<file path="src/rtl/rrc_params.svh">
// Purpose: named offsets, bit positions, reset values and codes of the capability shadow
// Assumes: 8-bit register port, two serial ports
// Notes:   definitions only
`ifndef RRC_PARAMS_SVH
`define RRC_PARAMS_SVH

// ----------------------------------------------------------------
// register offsets
// ----------------------------------------------------------------
`define RRC_ADDR_PORT_SEL     8'h1E
`define RRC_ADDR_CAP1         8'h20
`define RRC_ADDR_CAP2         8'h21

// ----------------------------------------------------------------
// field positions
// ----------------------------------------------------------------
`define RRC_BIT_FREEZE        7
`define RRC_BIT_MODE0         6
`define RRC_BIT_FREQ          5
`define RRC_BIT_EQ            4
`define RRC_BIT_DUAL          3
`define RRC_BIT_CHAN          2
`define RRC_BIT_P1_ADDR_EN    2
`define RRC_BIT_P1_SEL        1
`define RRC_BIT_P0_SEL        0

// ----------------------------------------------------------------
// reset values
// ----------------------------------------------------------------
`define RRC_CAP1_RST          8'h00
`define RRC_CAP2_RST          2'h0
`define RRC_PSEL_RST          3'h4
`define RRC_RDATA_RST         8'h00
`define RRC_COUNT_RST         3'h0

// ----------------------------------------------------------------
// fast control-channel mode codes and gpio counts
// ----------------------------------------------------------------
`define RRC_MODE_NORMAL       3'h0
`define RRC_MODE_HS1          3'h1
`define RRC_MODE_HS2          3'h2
`define RRC_MODE_HS4          3'h3
`define RRC_GPIO_NONE         3'h0
`define RRC_GPIO_ONE          3'h1
`define RRC_GPIO_TWO          3'h2
`define RRC_GPIO_FOUR         3'h4

`endif

</file>
<file path="src/rtl/rrc_pkg.sv">
// Purpose: types of the capability shadow
// Assumes: nothing
// Notes:   used with package scope, never imported
package rrc_pkg;

    typedef enum logic [2:0] {
        RRC_FCC_NORMAL,
        RRC_FCC_HS1,
        RRC_FCC_HS2,
        RRC_FCC_HS4,
        RRC_FCC_OTHER
    } rrc_fcc_mode_e;

endpackage : rrc_pkg

</file>
<file path="src/rtl/rrc_port_shadow.sv">
// Purpose: capability copy of one serial port
// Assumes: software write has priority over an auto-load in the same cycle
// Notes:   auto-load is armed by a rising receive lock
`include "rrc_params.svh"
`timescale 1ns/1ps
`default_nettype none

module rrc_port_shadow (
    input  wire logic       sys_clk,
    input  wire logic       resetn,
    input  wire logic       wr_cap1,
    input  wire logic       wr_cap2,
    input  wire logic [7:0] wdata,
    input  wire logic       rx_lock,
    input  wire logic       bcc_valid,
    input  wire logic [6:0] bcc_cap1,
    input  wire logic [1:0] bcc_mode_hi,
    output logic      [7:0] cap1_reg,
    output logic      [1:0] cap2_reg
);

    // ----------------------------------------------------------------
    // arm and load
    // ----------------------------------------------------------------
    logic lock_d_reg;
    logic arm_reg;
    logic arm_next;
    wire  frozen    = cap1_reg[`RRC_BIT_FREEZE];
    wire  lock_rise = rx_lock & ~lock_d_reg;
    wire  load      = arm_reg & bcc_valid & rx_lock & ~frozen;
    // frozen or a clearing of freeze drops the arm until the next lock rise
    assign arm_next = frozen ? 1'b0 : (lock_rise | (arm_reg & ~load));

    wire [7:0] cap1_next = wr_cap1 ? wdata :
                           load    ? {cap1_reg[`RRC_BIT_FREEZE], bcc_cap1} :
                                     cap1_reg;
    wire [1:0] cap2_next = wr_cap2 ? wdata[1:0] :
                           load    ? bcc_mode_hi :
                                     cap2_reg;

    always_ff @(posedge sys_clk or negedge resetn) begin
        if (!resetn) begin
            lock_d_reg <= 1'b0;
            arm_reg    <= 1'b0;
            cap1_reg   <= `RRC_CAP1_RST;
            cap2_reg   <= `RRC_CAP2_RST;
        end else begin
            lock_d_reg <= rx_lock;
            arm_reg    <= arm_next;
            cap1_reg   <= cap1_next;
            cap2_reg   <= cap2_next;
        end
    end

endmodule : rrc_port_shadow

`default_nettype wire

</file>
<file path="src/rtl/rrc_top.sv">
// Purpose: remote receiver capability shadow for two serial ports
// Assumes: register port strobes are one-cycle pulses synchronous to sys_clk
// Notes:   read data appears one cycle after the read strobe
//
// Function
// - freeze bit set stops control-channel auto-reload of every capability field
// - while frozen, capability values stay as software wrote them and are used
// - first register bit 6 is mode code LSB; upper two bits in second register
// - after receive lock, capability fields load from channel data unless frozen
// - bit 5 set requests the frequency training pattern on the link
// - bit 4 set requests the equalization training pattern on the link
// - bit 3 tells dual-link capability; link configuration respects it
// - for dual-link receivers bit 2 selects channel: 0 primary, 1 secondary
// - view select steers capability reads and writes to the second port copy while the secondary address is disabled
// - mode code 000 normal frame, 001 one, 010 two, 011 four fast gpios
// - with secondary address disabled, view select routes primary-address access to second port and shared registers
`include "rrc_params.svh"
`timescale 1ns/1ps
`default_nettype none

module rrc_top (
    input  wire logic            sys_clk,
    input  wire logic            resetn,
    input  wire logic [7:0]      reg_addr,
    input  wire logic            reg_sec_addr,
    input  wire logic            reg_wr,
    input  wire logic            reg_rd,
    input  wire logic [7:0]      reg_wdata,
    output logic      [7:0]      reg_rdata,
    input  wire logic [1:0]      rx_lock,
    input  wire logic [1:0]      bcc_valid,
    input  wire logic [1:0][6:0] bcc_cap1,
    input  wire logic [1:0][1:0] bcc_mode_hi,
    input  wire logic            dual_link_request,
    output logic      [1:0]      send_frequency_training,
    output logic      [1:0]      send_equalization_training,
    output logic      [1:0]      dual_link_capable,
    output logic      [1:0]      channel_index_flag,
    output logic      [1:0][2:0] fast_ctrl_gpio_count,
    output logic      [1:0]      fast_ctrl_mode_reserved,
    output logic                 dual_link_active,
    output logic                 second_port_address_enable,
    output logic                 second_port_view_select
);

    // ----------------------------------------------------------------
    // port select register
    // ----------------------------------------------------------------
    logic [2:0] psel_reg;
    wire        addr_psel = (reg_addr == `RRC_ADDR_PORT_SEL);
    wire        addr_cap1 = (reg_addr == `RRC_ADDR_CAP1);
    wire        addr_cap2 = (reg_addr == `RRC_ADDR_CAP2);
    wire        p1_addr_en = psel_reg[`RRC_BIT_P1_ADDR_EN];
    wire        p1_view    = psel_reg[`RRC_BIT_P1_SEL];

    // secondary address reaches port 1 only when enabled; view select is
    // ignored while the secondary address is enabled
    wire        access_ok  = ~reg_sec_addr | p1_addr_en;
    wire        tgt_p1     = reg_sec_addr ? 1'b1 : (~p1_addr_en & p1_view);
    wire        wr_ok      = reg_wr & access_ok;
    wire        rd_ok      = reg_rd & access_ok;

    always_ff @(posedge sys_clk or negedge resetn) begin
        if (!resetn) begin
            psel_reg <= `RRC_PSEL_RST;
        end else if (wr_ok && addr_psel) begin
            psel_reg <= reg_wdata[2:0];
        end
    end

    assign second_port_address_enable = p1_addr_en;
    assign second_port_view_select    = p1_view;

    // ----------------------------------------------------------------
    // per-port shadows and link outputs
    // ----------------------------------------------------------------
    logic [1:0][7:0] cap1_q;
    logic [1:0][1:0] cap2_q;
    logic [1:0]      wr_cap1;
    logic [1:0]      wr_cap2;
    logic [1:0][2:0] mode_code;
    logic [1:0][2:0] gpio_cnt_reg;
    logic [1:0]      mode_rsv_reg;

    genvar p;
    generate
        for (p = 0; p < 2; p++) begin : g_port
            wire                 sel_p = (tgt_p1 == (p == 1));
            rrc_pkg::rrc_fcc_mode_e fcc_mode;
            logic [2:0]          gpio_cnt_next;

            assign wr_cap1[p] = wr_ok & addr_cap1 & sel_p;
            assign wr_cap2[p] = wr_ok & addr_cap2 & sel_p;

            rrc_port_shadow u_shadow (
                .sys_clk     (sys_clk),
                .resetn      (resetn),
                .wr_cap1     (wr_cap1[p]),
                .wr_cap2     (wr_cap2[p]),
                .wdata       (reg_wdata),
                .rx_lock     (rx_lock[p]),
                .bcc_valid   (bcc_valid[p]),
                .bcc_cap1    (bcc_cap1[p]),
                .bcc_mode_hi (bcc_mode_hi[p]),
                .cap1_reg    (cap1_q[p]),
                .cap2_reg    (cap2_q[p])
            );

            assign mode_code[p] = {cap2_q[p], cap1_q[p][`RRC_BIT_MODE0]};

            always_comb begin
                case (mode_code[p])
                    `RRC_MODE_NORMAL: fcc_mode = rrc_pkg::RRC_FCC_NORMAL;
                    `RRC_MODE_HS1:    fcc_mode = rrc_pkg::RRC_FCC_HS1;
                    `RRC_MODE_HS2:    fcc_mode = rrc_pkg::RRC_FCC_HS2;
                    `RRC_MODE_HS4:    fcc_mode = rrc_pkg::RRC_FCC_HS4;
                    default:          fcc_mode = rrc_pkg::RRC_FCC_OTHER;
                endcase
            end

            always_comb begin
                case (fcc_mode)
                    rrc_pkg::RRC_FCC_HS1: gpio_cnt_next = `RRC_GPIO_ONE;
                    rrc_pkg::RRC_FCC_HS2: gpio_cnt_next = `RRC_GPIO_TWO;
                    rrc_pkg::RRC_FCC_HS4: gpio_cnt_next = `RRC_GPIO_FOUR;
                    default:              gpio_cnt_next = `RRC_GPIO_NONE;
                endcase
            end

            always_ff @(posedge sys_clk or negedge resetn) begin
                if (!resetn) begin
                    gpio_cnt_reg[p] <= `RRC_COUNT_RST;
                    mode_rsv_reg[p] <= 1'b0;
                end else begin
                    gpio_cnt_reg[p] <= gpio_cnt_next;
                    mode_rsv_reg[p] <= (fcc_mode == rrc_pkg::RRC_FCC_OTHER);
                end
            end

            assign send_frequency_training[p]    = cap1_q[p][`RRC_BIT_FREQ];
            assign send_equalization_training[p] = cap1_q[p][`RRC_BIT_EQ];
            assign dual_link_capable[p]          = cap1_q[p][`RRC_BIT_DUAL];
            assign channel_index_flag[p]         = cap1_q[p][`RRC_BIT_DUAL] &
                                                   cap1_q[p][`RRC_BIT_CHAN];
        end
    endgenerate

    assign fast_ctrl_gpio_count    = gpio_cnt_reg;
    assign fast_ctrl_mode_reserved = mode_rsv_reg;
    assign dual_link_active        = dual_link_request & cap1_q[0][`RRC_BIT_DUAL] &
                                     cap1_q[1][`RRC_BIT_DUAL];

    // ----------------------------------------------------------------
    // read data
    // ----------------------------------------------------------------
    wire [7:0] rd_cap1 = tgt_p1 ? cap1_q[1] : cap1_q[0];
    wire [1:0] rd_cap2 = tgt_p1 ? cap2_q[1] : cap2_q[0];
    wire [7:0] rd_mux  = addr_psel ? {5'h00, psel_reg} :
                         addr_cap1 ? rd_cap1 :
                         addr_cap2 ? {6'h00, rd_cap2} : 8'h00;

    always_ff @(posedge sys_clk or negedge resetn) begin
        if (!resetn) begin
            reg_rdata <= `RRC_RDATA_RST;
        end else if (reg_rd) begin
            reg_rdata <= rd_ok ? rd_mux : 8'h00;
        end
    end
endmodule : rrc_top

`default_nettype wire

</file>
<file path="config.mk">
export PLATFORM = sky130hd
export DESIGN_NAME = rrc_top
export DESIGN_NICKNAME = d
export VERILOG_FILES = /design/src/rtl/rrc_pkg.sv /design/src/rtl/rrc_port_shadow.sv /design/src/rtl/rrc_top.sv
export VERILOG_INCLUDE_DIRS = /design/src /design/src/rtl
export SDC_FILE = /design/constraint.sdc
export NUM_CORES = 1
export LEC_CHECK = 0
export BUFFER_PORTS_ARGS = -buffer_cell sky130_fd_sc_hd__buf_4
export CAP_MARGIN = 20
export CORE_MARGIN = 5
export CORE_UTILIZATION = 53
export CTS_BUF_LIST = sky130_fd_sc_hd__clkbuf_16
export CTS_CLUSTER_SIZE = 30
export DETAILED_ROUTE_END_ITERATION = 16
export PLACE_DENSITY = 0.84
export SETUP_SLACK_MARGIN = 0.1
export SYNTH_ARGS = -nofsm -noshare
export SYNTH_HDL_FRONTEND = slang
export SYNTH_SLANG_ARGS = --single-unit
</file>
<file path="constraint.sdc">
create_clock -name sys_clk -period 5.1 [get_ports sys_clk]
set_clock_uncertainty 0.1 [all_clocks]
set_input_delay 1.53 -clock sys_clk [delete_from_list [all_inputs] [get_ports sys_clk]]
set_output_delay 1.53 -clock sys_clk [all_outputs]
set_load 0.02 [all_outputs]
</file>
==> results_dict.tcl, run 1 <==
set metrics [dict create \
    status "complete, no violations" \
    slowest_delay_ns 0.17 \
    root_buffer "clkbuf_16" \
    area_delta_synth_final_pct 30.6 \
    drtIter0Drc 153 \
    end_kind "output pin" \
    hold_path_class "flip-flop to flip-flop" \
    synth_most_common_cell "dfrtp_1" \
    period_minus_slack_ns 3.60 \
    finalHoldViolations 0 \
    htreeDepth 2 \
    diodes 0 \
    gp_congestion 0.816 \
    worstSetupPathType "primary input to output pin" \
    max_freq_mhz 278 \
    drt.antenna.violating_nets 0 \
    io_pins 71 \
    slowest_stage "and3_1" \
    fillers 305 \
    syn-num-nets 229 \
    report.final.slew_viol_count 0 \
    yosys.area.top_type "dfrtp_1" \
    powerDensity_nw_per_um2 346 \
    cts.clk_slew.worst_paths_ns 0.06 \
    async_flop_share 1.00 \
    critPathArrivalTime_ns 1.97 \
    ys_seq_elements 43 \
    postSynthAreaPerCell_um2 11.2 \
    die_area_um2 5280 \
    dr.pass1.iters 4 \
    grt_overflow 0 \
    fin_util 0.726 \
    grt_pass1_vias 1624 \
    leakagePower_uw 0.00140 \
    port_buffers 70 \
    wl_per_cell_um 16.3 \
    seq_area_frac_synth 0.518 \
    routed_via_density 5.42 \
    cts_max_path_buffers 2 \
    worst_skew_pair.late_latency_ns 0.28 \
    crit_path_frequent_cell "buf_4" \
    grt_max_degree 44 \
    cts_made_buffers 5 \
    ys.warnings.count 0 \
    layout.area.seq_um2 1080 \
    fin_area_um2 2720 \
    total_power_uw 941 \
    fin_ws_ns 1.50 \
    slew_headroom 0.502 \
    synthCells 185 \
    path_delay_family "buffers and inverters" \
    die_h_um 72.7 \
    worst_slew_pin_slew_ns 0.743 \
    tns_ns 0 \
    routed_wl_um 4860 \
    largest_reg_flops 16 \
    yosys-top-cells-area "dfrtp_1 51%, mux2i_1 13%, a21oi_1 3.4%" \
    cts_sinks 43 \
    die_w_um 72.7 \
    cap_violations 0 \
    vias 1616 \
    crit_buf_inv 2 \
    nets 293 \
    synth_top_area_frac 0.505 \
    grt_usage 0.195 \
    dp_worst_setup_slack_ns 1.50 \
    cts_resized 0 \
    place_area_um2 2580 \
    critical_path.startpoint_type "primary input" \
    netlist_top_cells_count "42 x dfrtp_1, 28 x mux2i_1, 17 x nor2_1, 14 x a21oi_1, 12 x nand2_1" \
    grt_pass1_wl_um 7820 \
    synth-edff-count 0 \
    rows 22 \
    syn-cell-area_um2 2080 \
    cp_cell_sequence "buf_4 > and3_1 > buf_4" \
    min_period_over_period 0.705 \
    layout-drive-gt1-share 0.356 \
    cts_tree "built" \
    post_cts.repair.setup_buffers 0 \
    antenna_found_initial 0 \
    ir_drop_mv 0.203 \
    dp_hpwl_um 3550 \
    ys.flop_type "dfrtp_1" \
    synth_cell_types 35 \
    multi_input_area_um2 898 \
    initial_core_util 0.556 \
    core_area_um2 3740 \
    rsz0062_at_grt "false" \
    drcViolationCount 0 \
    hold_buffers 0 \
    worstPathMaxFanout 1 \
    cp.required_ns 3.47 \
    setup_viol 0 \
]
-- area by class of cell --
| cell class | instances | area share |
|---|---|---|
| clock buffers | 5 | 0.0460 |
| well taps | 48 | 0.0221 |
| multi-input cells | 126 | 0.331 |
| clock inverters | 3 | 0.00599 |
| inverters | 2 | 0.00276 |
| flip-flops and latches | 43 | 0.396 |
| repair buffers | 71 | 0.196 |
-- report_power, final --
part / switching [uW] / leakage (uW) / internal (uW)
clock: 122 / 0.0000710 / 178
sequential: 38.2 / 0.000540 / 392
combinational: 105 / 0.000791 / 106
-- path summary, 6_finish.rpt --
path                                                      from                              to  slack (ns)  depth (start not counted)
worst min register to register  g_port[1].u_shadow.cap1_reg[7]      g_port[1].u_shadow.arm_reg        0.37                          1
worst max register to register                     psel_reg[2]  g_port[0].u_shadow.cap1_reg[7]        2.88                          5
min in group asynchronous                               resetn   g_port[1].u_shadow.lock_d_reg        1.13                          1
worst min-delay path            g_port[1].u_shadow.cap1_reg[7]      g_port[1].u_shadow.arm_reg        0.37                          1
worst max-delay path                         dual_link_request                dual_link_active        1.50                          3
max in group asynchronous                               resetn                     psel_reg[2]        3.39                          1
-- cell families (layout without fill, tap and decap cells) --
family                 count (synthesis)  in the layout  synth area share
and+or+nand+nor                       58             58             0.164
buffers and inverters                 16             81            0.0505
AOI/OAI and AO/OA                     35             35             0.106
muxes                                 33             33             0.162
DFF                                   43             43             0.518
-- per-stage QoR --
| step | std cells | hold slack [ns] |
|---|---|---|
| floorplan | 185 | 0.332 |
| global placement | 290 | 0.359 |
| detailed placement | 290 | 0.365 |
| CTS | 298 | 0.372 |
| global route | 298 | 0.400 |
| finish | 298 | 0.374 |
-- worst reg2reg max path, delay by kind of cell (launching register included) --
family	cells	cell delay, ns
simple gates	3	0.70
flops	1	0.57
mux	1	0.48
buf+inv	1	0.24
-- cells in the final DEF (no fill, tap or decap), types with 2 or more instances in the layout --
| cell | netlist | layout |
|---|---|---|
| buf_4 | 7 | 71 |
| dfrtp_1 | 42 | 42 |
| mux2i_1 | 28 | 28 |
| nor2_1 | 17 | 17 |
| a21oi_1 | 14 | 14 |
| nand2_1 | 12 | 12 |
| o21ai_0 | 8 | 8 |
| nand4_1 | 5 | 5 |
| mux2_2 | 5 | 5 |
| o2bb2ai_1 | 5 | 5 |
| clkbuf_16 | 0 | 5 |
| nor3b_1 | 4 | 4 |
| and2_1 | 4 | 4 |
| nor2b_1 | 3 | 3 |
| a22o_1 | 3 | 3 |
| and3b_1 | 2 | 2 |
| inv_1 | 1 | 2 |
| o21a_1 | 2 | 2 |
| o221ai_1 | 2 | 2 |
| nand4b_1 | 2 | 2 |
-- per-layer routing --
metal  track usage  part of all wire
met1         0.252              0.40
met4        0.0656            0.0099
met3        0.0647             0.088
met2         0.307              0.50
met5             0                 0
Note: power is estimated with default switching activity, not from simulation.
==> run 2, diff against run 1 <==
- CORE_UTILIZATION: 53 -> 45
- PLACE_DENSITY: 0.84 -> 0.76
- clock period: 5.1 -> 2.9 ns (I/O delays scaled with it)
==> run 2 against run 1 <==
Compared with the run above:
- critical path depth did not move
- clock power rose by 78%
- critical path type unchanged
- clock-buffer cell count did not move
- design area rose by 0.41%
- routed wire length rose by 2.1%
==> results_dict.tcl, run 2 (synthesis gave the netlist of run 1 again) <==
set metrics [dict create \
    rsz0062_at_grt "false" \
    critical_path.startpoint_type "primary input" \
    root_buffer "clkbuf_16" \
    htreeDepth 2 \
    period_minus_slack_ns 2.26 \
    grt_max_degree 44 \
    max_freq_mhz 443 \
    wl_per_cell_um 16.4 \
    hold_buffers 0 \
    drtIter0Drc 58 \
    post_cts.repair.setup_buffers 0 \
    vias 1649 \
    gp_congestion 0.805 \
    powerDensity_nw_per_um2 611 \
    rows 24 \
    fin_util 0.618 \
    cap_violations 0 \
    nets 294 \
    path_delay_family "buffers and inverters" \
    core_area_um2 4410 \
    whs_ns 0.384 \
    dp_hpwl_um 3780 \
    die_area_um2 6080 \
    grt_pass1_vias 1675 \
    min_period_over_period 0.778 \
    cp.required_ns 1.93 \
    port_buffers 70 \
    layout-drive-gt1-share 0.363 \
    finalHoldViolations 0 \
    slowest_stage "and3_1" \
    cts.clk_slew.worst_paths_ns 0.06 \
    final_common_cell "buf_4" \
    antenna_found_initial 0 \
    reg2reg_depth 6 \
    cts_sinks 43 \
    tns_ns 0 \
    final_cell_mix "72 x buf_4, 42 x dfrtp_1, 28 x mux2i_1" \
    worst_skew_pair.late_latency_ns 0.28 \
    diodes 0 \
    die_h_um 78 \
    area_delta_synth_final_pct 31.1 \
    total_power_uw 1670 \
    crit_path_frequent_cell "buf_4" \
    dr.pass1.iters 4 \
    setup_viol 0 \
    drcViolationCount 0 \
    io_pins 71 \
    cts_made_buffers 5 \
    cts_max_path_buffers 2 \
    hold_path_class "flip-flop to flip-flop" \
    worstSetupPathType "primary input to output pin" \
    end_kind "output pin" \
    cp_cell_sequence "buf_4 > and3_1 > buf_4" \
    grt_pass1_wl_um 8120 \
    slowest_delay_ns 0.16 \
    cts_tree "built" \
    crit_cells 3 \
    leakagePower_uw 0.00141 \
    grt_usage 0.171 \
    report.final.slew_viol_count 0 \
    status "complete, no violations" \
    grt_overflow 0 \
    largest_reg_flops 16 \
    initial_core_util 0.471 \
    routed_via_density 5.44 \
    critPathArrivalTime_ns 1.29 \
    worstPathMaxFanout 1 \
    cts_resized 0 \
    slew_headroom 0.502 \
    crit_buf_inv 2 \
    drt.antenna.violating_nets 0 \
    routed_wl_um 4970 \
    ir_drop_mv 0.280 \
    die_w_um 78 \
    worst_slew_pin_slew_ns 0.743 \
    hold_depth 0 \
]
-- run 2: report_power, final --
| part | internal, uW | switching (uW) | total [uW] | leakage, uW |
|---|---|---|---|---|
| sequential | 690 | 67.5 | 757 | 0.000540 |
| combinational | 186 | 188 | 374 | 0.000796 |
| clock | 314 | 221 | 535 | 0.0000733 |
-- run 2: worst reg2reg max path, cell delays in order (launching register included) --
cell,delay [ns]
dfstp_2,0.57
nor2b_1,0.07
nor2_1,0.08
buf_4,0.24
mux2i_1,0.30
o221ai_1,0.18
a22o_1,0.23
-- run 2: layer usage --
layer  track usage  up-vias  wire length, um
li1              -      791                -
met1         0.214      795             2050
met2         0.280       57             2500
met3        0.0579        6              358
met4        0.0524        0               55
met5             0        -                0
-- run 2: cell type report --
cell class | instances | area (um2)
Fill cell | 364 | 1690
Sequential cell | 43 | 1080
Multi-Input combinational cell | 126 | 898
Timing Repair Buffer | 72 | 541
Clock buffer | 5 | 125
Tap cell | 52 | 65.1
Clock inverter | 3 | 15.0
Inverter | 2 | 7.51
-- run 2: through the flow --
| stage | cells | cell area [um2] | setup slack (ns) |
|---|---|---|---|
| final | 303 | 2730 | 0.643 |
| after global routing | 303 | 2730 | 0.635 |
| after CTS | 303 | 2730 | 0.644 |
| after detailed placement | 295 | 2590 | 0.499 |
| after global placement | 295 | 2590 | 0.535 |
| after floorplan | 185 | 2080 | 0.731 |
-- run 2: worst paths after layout --
check / from / end / slack (ns)
max reg2reg: psel_reg[2] / reg_rdata[0] / 1.01
max: dual_link_request / dual_link_active / 0.64
min reg2reg: g_port[0].u_shadow.cap2_reg[1] / fast_ctrl_mode_reserved[0] / 0.38
min in group asynchronous: resetn / reg_rdata[4] / 0.47
min: g_port[0].u_shadow.cap2_reg[1] / fast_ctrl_mode_reserved[0] / 0.38
max in group asynchronous: resetn / psel_reg[2] / 1.85
